File: config.mk
export PLATFORM = sky130hd
export DESIGN_NAME = ccs_top
export DESIGN_NICKNAME = d
export VERILOG_FILES = /design/src/ccs_pkg.sv /design/src/ccs_slot_mem.sv /design/src/ccs_top.sv
export SDC_FILE = /design/constraint.sdc
export NUM_CORES = 1
export LEC_CHECK = 0
export BUFFER_PORTS_ARGS = -buffer_cell sky130_fd_sc_hd__buf_4
export CAP_MARGIN = 20
export CORE_UTILIZATION = 39
export DETAILED_ROUTE_END_ITERATION = 8
export GPL_TIMING_DRIVEN = 0
export PLACE_DENSITY = 0.8
export SETUP_SLACK_MARGIN = 0.15
export SYNTH_ARGS = -nofsm -noshare
export SYNTH_HDL_FRONTEND = slang
export SYNTH_SLANG_ARGS = --single-unit
File: constraint.sdc
create_clock -name CLK_SYS_I -period 2.1 [get_ports CLK_SYS_I]
set_input_delay 0.105 -clock CLK_SYS_I [delete_from_list [all_inputs] [get_ports CLK_SYS_I]]
set_output_delay 0.105 -clock CLK_SYS_I [all_outputs]
set_load 0.005 [all_outputs]
File: src/ccs_pkg.sv
/*
  ccs_pkg: shared types and constants for the common command and status unit.
  assumes a single 100 MHz instrument clock and a decoded command stream.
*/
package ccs_pkg;

  // command opcodes as delivered by the upstream parser
  typedef enum logic [3:0] {
    CMD_NONE     = 4'h0,
    CMD_SAVE     = 4'h1,  // save settings to slot
    CMD_SRE_WR   = 4'h2,  // write service request enable
    CMD_SRE_RD   = 4'h3,  // query service request enable
    CMD_STB_RD   = 4'h4,  // query status byte
    CMD_TRIG     = 4'h5,  // bus trigger
    CMD_SELFTEST = 4'h6,  // self-test query
    CMD_WAIT     = 4'h7,  // wait for overlapped ops
    CMD_START    = 4'h8,  // start_trigger_model_cmd
    CMD_CALSTEP  = 4'h9,  // calibration_step_data_cmd, step 1..8
    CMD_DEFRST   = 4'hA,  // default reset
    CMD_OTHER    = 4'hB   // any other sequential command
  } ccs_cmd_e;

  // arm layer control sources
  typedef enum logic [1:0] {
    ARM_IMM = 2'h0,
    ARM_BUS = 2'h1,
    ARM_EXT = 2'h2
  } ccs_arm_e;

  localparam int SET_W = 32;         // width of the setup word
  localparam int SLOT_N = 5;         // number of setup slots
  localparam logic [2:0] SLOT_MIN = 3'h1;
  localparam logic [2:0] SLOT_MAX = 3'h5;
  localparam logic [3:0] CAL_MIN = 4'h1;
  localparam logic [3:0] CAL_MAX = 4'h8;
  localparam logic [7:0] SRE_RST = 8'h00;
  localparam logic [7:0] SRE_CLR = 8'h00;
  localparam logic [7:0] SRE_RQS = 8'h20;  // weight 32 enables request
  localparam logic [7:0] SELFTEST_ANS = 8'h00;
  localparam logic [SET_W-1:0] SET_DEFAULT = 32'h0000_0000;

  // one incoming command
  typedef struct packed {
    ccs_cmd_e cmd;
    logic [7:0] arg;
  } ccs_req_s;

  // one reply
  typedef struct packed {
    logic valid;
    logic [7:0] data;
  } ccs_rsp_s;

endpackage

File: src/ccs_slot_mem.sv
/*
  ccs_slot_mem: five setup slots of settings words.
  assumes the caller checks the slot range before writing.
*/
`timescale 1ns/100ps
`default_nettype none
module ccs_slot_mem (
  input wire logic clk_i,
  input wire logic wr_i,
  input wire logic [2:0] slot_i,
  input wire logic [ccs_pkg::SET_W-1:0] data_i,
  output logic [ccs_pkg::SET_W-1:0] rd_o
);
  // slot array, index 0 holds slot 1; contents undefined until saved
  logic [ccs_pkg::SET_W-1:0] mem_q [ccs_pkg::SLOT_N];
  logic [2:0] idx;

  // slot number to array index
  always_comb begin
    idx = slot_i - ccs_pkg::SLOT_MIN;
  end

  // a later save simply overwrites the slot
  always_ff @(posedge clk_i) begin
    if (wr_i) begin
      mem_q[idx] <= data_i;
    end
  end

  // read port, left unconnected in ccs_top, so no recall logic reads it
  always_comb begin
    rd_o = mem_q[idx];
  end
endmodule
`default_nettype wire

File: src/ccs_top.sv
/*
  ccs_top: common command and status unit. takes decoded commands one at a
  time, answers queries, keeps the service request enable, fires bus
  triggers and stalls on the wait command.
  assumes commands are synchronous to CLK_SYS_I and a command is held until
  CMD_READY_O is seen high with CMD_VALID_I.
*/
// How it works
// - saving overwrites the slot silently
// - saved word holds every default-reset setting
// - writing 0 clears the enable register
// - writing 32 enables service request
// - enable query returns weighted bit sum
// - trigger command acts as bus trigger
// - trigger honoured only with bus arm source
// - self-test query answers 0 at once
// - overlapped commands let later ones start
// - sequential commands finish before next starts
// - wait stalls until overlapped work finished
// - only trigger, start, cal steps overlap
// - default reset restores, cancels pending work
`timescale 1ns/100ps
`default_nettype none
module ccs_top (
  input wire logic CLK_SYS_I,
  input wire logic SRST_I,
  input wire logic CMD_VALID_I,
  input wire ccs_pkg::ccs_req_s CMD_I,
  output logic CMD_READY_O,
  output ccs_pkg::ccs_rsp_s RSP_O,
  input wire logic [ccs_pkg::SET_W-1:0] SETTINGS_I,
  input wire logic [7:0] STATUS_BYTE_I,
  input wire ccs_pkg::ccs_arm_e ARM_SRC_I,
  input wire logic OP_BUSY_I,
  input wire logic SEQ_DONE_I,
  output logic [ccs_pkg::SET_W-1:0] SETTINGS_O,
  output logic SETTINGS_LOAD_O,
  output logic [7:0] SRE_O,
  output logic BUS_TRIG_O,
  output logic START_O,
  output logic [3:0] CAL_STEP_O,
  output logic CAL_STEP_STB_O,
  output logic SEQ_START_O,
  output logic CANCEL_O,
  output logic SLOT_ERR_O
);
  // command sequencer states
  typedef enum logic [3:0] {
    ST_IDLE = 4'b0001,  // ready for a command
    ST_SEQ = 4'b0010,   // sequential command in progress
    ST_WAIT = 4'b0100,  // holding for overlapped work
    ST_SETTLE = 4'b1000 // one cycle for busy to rise
  } ccs_st_e;

  ccs_st_e st_q, st_d;
  logic ready_q, ready_d;              // command accept
  ccs_pkg::ccs_rsp_s rsp_q, rsp_d;     // reply register
  logic [7:0] sre_q, sre_d;            // service request enable
  logic trig_q, trig_d;                // bus trigger pulse
  logic start_q, start_d;              // start pulse
  logic [3:0] cal_q, cal_d;            // calibration step number
  logic cal_stb_q, cal_stb_d;          // calibration step pulse
  logic seq_q, seq_d;                  // sequential start pulse
  logic cancel_q, cancel_d;            // cancel pulse
  logic load_q, load_d;                // load defaults pulse
  logic [ccs_pkg::SET_W-1:0] set_q, set_d; // settings to apply
  logic slot_err_q, slot_err_d;        // bad slot pulse
  logic save_wr;                       // slot write strobe
  logic take;                          // command accepted this cycle
  logic slot_ok;                       // slot number in range

  // slot storage; the recall path is outside this unit
  ccs_slot_mem u_slots (
    .clk_i(CLK_SYS_I),
    .wr_i(save_wr),
    .slot_i(CMD_I.arg[2:0]),
    .data_i(SETTINGS_I),
    .rd_o()
  );

  // command accept and slot range check
  always_comb begin
    take = CMD_VALID_I && ready_q;
    slot_ok = (CMD_I.arg >= {5'h00, ccs_pkg::SLOT_MIN}) &&
              (CMD_I.arg <= {5'h00, ccs_pkg::SLOT_MAX});
    save_wr = take && (CMD_I.cmd == ccs_pkg::CMD_SAVE) && slot_ok;
  end

  // next-state logic of the sequencer and registers
  always_comb begin
    st_d = st_q;
    ready_d = ready_q;
    rsp_d = '{valid: 1'b0, data: 8'h00};
    sre_d = sre_q;
    trig_d = 1'b0;
    start_d = 1'b0;
    cal_d = cal_q;
    cal_stb_d = 1'b0;
    seq_d = 1'b0;
    cancel_d = 1'b0;
    load_d = 1'b0;
    set_d = set_q;
    slot_err_d = 1'b0;
    case (st_q)
      ST_IDLE: begin
        if (take) begin
          ready_d = 1'b0;
          st_d = ST_SETTLE;
          case (CMD_I.cmd)
            ccs_pkg::CMD_SAVE: begin
              slot_err_d = !slot_ok;
            end
            ccs_pkg::CMD_SRE_WR: begin
              sre_d = CMD_I.arg;
            end
            ccs_pkg::CMD_SRE_RD: begin
              rsp_d = '{valid: 1'b1, data: sre_q};
            end
            ccs_pkg::CMD_STB_RD: begin
              rsp_d = '{valid: 1'b1, data: STATUS_BYTE_I};
            end
            ccs_pkg::CMD_TRIG: begin
              trig_d = (ARM_SRC_I == ccs_pkg::ARM_BUS);
            end
            ccs_pkg::CMD_START: begin
              start_d = 1'b1;
            end
            ccs_pkg::CMD_CALSTEP: begin
              // overlapped only for steps 1 to 8
              if (CMD_I.arg[3:0] >= ccs_pkg::CAL_MIN &&
                  CMD_I.arg[3:0] <= ccs_pkg::CAL_MAX && CMD_I.arg[7:4] == 4'h0) begin
                cal_d = CMD_I.arg[3:0];
                cal_stb_d = 1'b1;
              end
            end
            ccs_pkg::CMD_SELFTEST: begin
              rsp_d = '{valid: 1'b1, data: ccs_pkg::SELFTEST_ANS};
            end
            ccs_pkg::CMD_WAIT: begin
              st_d = ST_WAIT;
            end
            ccs_pkg::CMD_DEFRST: begin
              set_d = ccs_pkg::SET_DEFAULT;
              load_d = 1'b1;
              cancel_d = 1'b1;
            end
            ccs_pkg::CMD_OTHER: begin
              seq_d = 1'b1;
              st_d = ST_SEQ;
            end
            default: begin
              st_d = ST_SETTLE;
            end
          endcase
        end
      end
      ST_SEQ: begin
        if (SEQ_DONE_I) begin
          st_d = ST_IDLE;
          ready_d = 1'b1;
        end
      end
      ST_WAIT: begin
        // settle cycle lets a just-issued overlap raise busy first
        if (!OP_BUSY_I && !trig_q && !start_q && !cal_stb_q) begin
          st_d = ST_IDLE;
          ready_d = 1'b1;
        end
      end
      ST_SETTLE: begin
        // overlapped work does not hold us
        st_d = ST_IDLE;
        ready_d = 1'b1;
      end
      default: begin
        st_d = ST_IDLE;
        ready_d = 1'b1;
      end
    endcase
  end

  // register stage; enable cleared at reset or by writing 0
  always_ff @(posedge CLK_SYS_I) begin
    if (SRST_I) begin
      st_q <= ST_IDLE;
      ready_q <= 1'b1;
      rsp_q <= '{valid: 1'b0, data: 8'h00};
      sre_q <= ccs_pkg::SRE_RST;
      trig_q <= 1'b0;
      start_q <= 1'b0;
      cal_q <= 4'h0;
      cal_stb_q <= 1'b0;
      seq_q <= 1'b0;
      cancel_q <= 1'b0;
      load_q <= 1'b0;
      set_q <= ccs_pkg::SET_DEFAULT;
      slot_err_q <= 1'b0;
    end else begin
      st_q <= st_d;
      ready_q <= ready_d;
      rsp_q <= rsp_d;
      sre_q <= sre_d;
      trig_q <= trig_d;
      start_q <= start_d;
      cal_q <= cal_d;
      cal_stb_q <= cal_stb_d;
      seq_q <= seq_d;
      cancel_q <= cancel_d;
      load_q <= load_d;
      set_q <= set_d;
      slot_err_q <= slot_err_d;
    end
  end

  // outputs straight from flops
  assign CMD_READY_O = ready_q;
  assign RSP_O = rsp_q;
  assign SRE_O = sre_q;
  assign BUS_TRIG_O = trig_q;
  assign START_O = start_q;
  assign CAL_STEP_O = cal_q;
  assign CAL_STEP_STB_O = cal_stb_q;
  assign SEQ_START_O = seq_q;
  assign CANCEL_O = cancel_q;
  assign SETTINGS_LOAD_O = load_q;
  assign SETTINGS_O = set_q;
  assign SLOT_ERR_O = slot_err_q;
endmodule
`default_nettype wire

==> summary.txt <==
Power
  – Static Leakage: 1.07 nW
  – Overall Power: 1.18 mW
  – Areal power density over the cells: 549 nW/µm²
  – IR Drop Worst-Case VDD: 195 µV

Placed design
  – Worst Setup Slack post-DPL: 0.474 ns
  – Placed cell count: 285
  – HPWL reported at the end of detailed placement: 2480 µm
  – Cell Area, Placed: 2060 µm²
  – Count of input and output buffers: 55
  – Placer congestion estimate: 0.774

Logic synthesis
  – Synthesis Warnings: 0
  – Most area-hungry cell type in the Yosys netlist: dfxtp_1
  – Sequential area share after synthesis: 42.0%
  – Netlist Area Pre-Place: 1480 µm²
  – Share of flip-flops with an asynchronous set or reset: 0%
  – Number of synthesized flops with an enable pin: 0
  – Number of synthesized register bits: 31
  – Top flip-flop cell by instance count after synthesis: dfxtp_1
  – Mean post-synth cell area: 9.66 µm²
  – Top-area cell type share of the netlist area: 42.0%
  – Top area cells in the synthesized netlist: dfxtp_1, buf_4, mux2i_1, nand2b_1, a22oi_1
  – Gate Count Post-Synth: 153
  – Number of distinct standard cells referenced by the synthesized netlist: 29
  – Ranking of synthesized cells by instance count: buf_4, dfxtp_1, mux2i_1, nand2b_1, nor2_1
  – Most frequent cell after synthesis: buf_4

Clock tree
  – Clock Sink Count: 31
  – Clock transition at path regs: 0.06 ns
  – Post-CTS Repair Setup Buffers: 0
  – Resized Gates After CTS: 0
  – Root buffer cell: clkbuf_8
  – CTS hold repair buffers: 1
  – Clk buf depth: 2
  – CTS Buf Count: 5
  – Clock tree from TritonCTS: done
  – CTS H-Tree Depth: 2
  – Clock insertion delay at the later pin of the skew report: 0.28 ns

Finish
  – Diodes inserted: 0
  – Number of standard cells in the final layout excluding fillers: 292
  – FILL cells: 319
  – Share of the core filled with cells in the final layout: 61.9%
  – Design Area, Final: 2150 µm²
  – Net total in the final layout: 306
  – Fraction of layout cells with a size suffix above 1: 43.5%
  – Area growth, synth to finish: 45.3%

Setup path
  – Critical path launch point type: register
  – Endpoint required time on the critical path: 2.31 ns
  – Maximum fanout along the worst path: 9
  – Critical Path Max Stage Delay: 0.48 ns
  – Kind of critical path: reg -> reg
  – Worst setup EP type: register
  – Worst-path cell chain: nor4b_4 -> nand2_2 -> or4_1 -> buf_4 -> nor2_2
  – Slowest CP cell: or4_1
  – Arrival time at the worst endpoint: 1.86 ns

Timing
  – Post-route worst setup slack: 0.456 ns
  – Final worst path period need: 1.64 ns
  – Post-route setup TNS: 0 ns
  – Number of pins exceeding their max-slew limit in the final report: 0
  – Maximum frequency from static timing analysis: 608 MHz
  – Transition at the pin with the smallest max-transition slack: 0.771 ns
  – RSZ-0062 raised after global routing: false
  – Period utilization: 78.3%
  – Worst setup skew after layout: 0.00445 ns
  – Tightest hold margin: 0.0258 ns
  – Number of failing hold endpoints at the final stage: 0
  – Total setup violations reported at the end of the flow: 0
  – Relative slew slack: 48.2%

Job
  – Number of max-cap violations: 0

Floorplan
  – Number of placed I/O pins: 120
  – Number of standard-cell rows in the floorplan: 21
  – Core region area: 3470 µm²
  – Overall die area: 4040 µm²
  – Width of the die: 63.6 µm
  – Initial Utilization: 42.6%
  – Die H: 63.6 µm

Detailed routing
  – Mean routed wirelength per cell: 10.9 µm
  – Detailed Route WL: 3180 µm
  – Post-route DRC violation count: 0
  – 1st-iter DRT viols: 61
  – Average vias per placed instance: 4.43
  – Via count: 1294
  – Antenna-violating nets left: 0
  – Number of search-and-repair iterations in the first detailed-routing pass: 4

GRT
  – GRT Resource Usage Total: 16.4%
  – Vias in the first global route: 1122
  – Initial antenna violation count: 0
  – Largest net degree at the start of global routing: 11
  – Total congestion overflow: 0
  – Wire length of the first global-routing pass: 5040 µm

Hold path
  – Classification of the worst-slack hold path: in -> reg

Status
  – Result of the run: finished, final reports clean
path summary, 6_finish.rpt:
kind / startpoint / to / slack (ns) / depth (start not counted)
max: st_q[2]$_SDFFE_PP0P_ / RSP_O[3]$_SDFF_PP0_ / 0.46 / 5
min reg2reg: CAL_STEP_O[2]$_SDFFE_PP0P_ / CAL_STEP_O[2]$_SDFFE_PP0P_ / 0.48 / 2
max reg2reg: st_q[2]$_SDFFE_PP0P_ / RSP_O[3]$_SDFF_PP0_ / 0.46 / 5
min: CMD_I[9] / START_O$_SDFF_PP0_ / 0.03 / 2
critical path: cells and delay by family, from the launching register on:
family | cells | cell delay (ns)
buf+inv | 1 | 0.19
flops | 1 | 0.34
simple gates | 4 | 1.05
sequential cells by signal (all words and copies together), names as in the netlist:
name	cells
st_q	4
SEQ_START_O	1
SRE_O	8
SLOT_ERR_O	1
SETTINGS_LOAD_O	1
BUS_TRIG_O	1
RSP_O	9
START_O	1
CAL_STEP_O	4
CAL_STEP_STB_O	1
layer usage:
layer	track usage (%)	up-vias	part of all wire [%]
li1	-	651	-
met2	26.9	58	49
met4	9.38	0	2.5
met5	0	-	0
met1	18.0	576	40
met3	5.98	9	8.9
power by group:
part	total [mW]	internal (mW)	switching, mW
clock	0.412	0.220	0.192
combinational	0.168	0.0975	0.0705
sequential	0.600	0.594	0.00512
total	1.18	0.912	0.268
layout make-up:
cell class	instances	area (µm²)	area share, %
multi-input combinational	115	702	32.7
sequential	31	621	28.9
timing repair buffer	56	423	19.7
buffer	37	268	12.5
clock buffer	6	72.6	3.38
tap	46	57.6	2.68
inverter	1	3.75	0.175
layout by cell type, fill, tap and decap left out, types with 5 or more instances in the layout:
| master | Yosys | final |
|---|---|---|
| mux2i_1 | 12 | 12 |
| dfxtp_1 | 31 | 31 |
| conb_1 | 1 | 32 |
| a22oi_1 | 8 | 8 |
| clkbuf_8 | 0 | 5 |
| nor2_2 | 8 | 8 |
| nor3_1 | 7 | 7 |
| buf_4 | 34 | 89 |
| nor2_1 | 10 | 10 |
| nand2b_1 | 12 | 12 |
kinds of logic after synthesis:
logic type	after synthesis	synth area share (%)
flops	31	42.0
other cells	1	0.254
buf+inv	38	18.4
xor+xnor	1	0.593
mux	13	8.89
simple gates	55	23.0
compound gates	14	6.86
No activity file was read; power rests on OpenSTA's default activity.
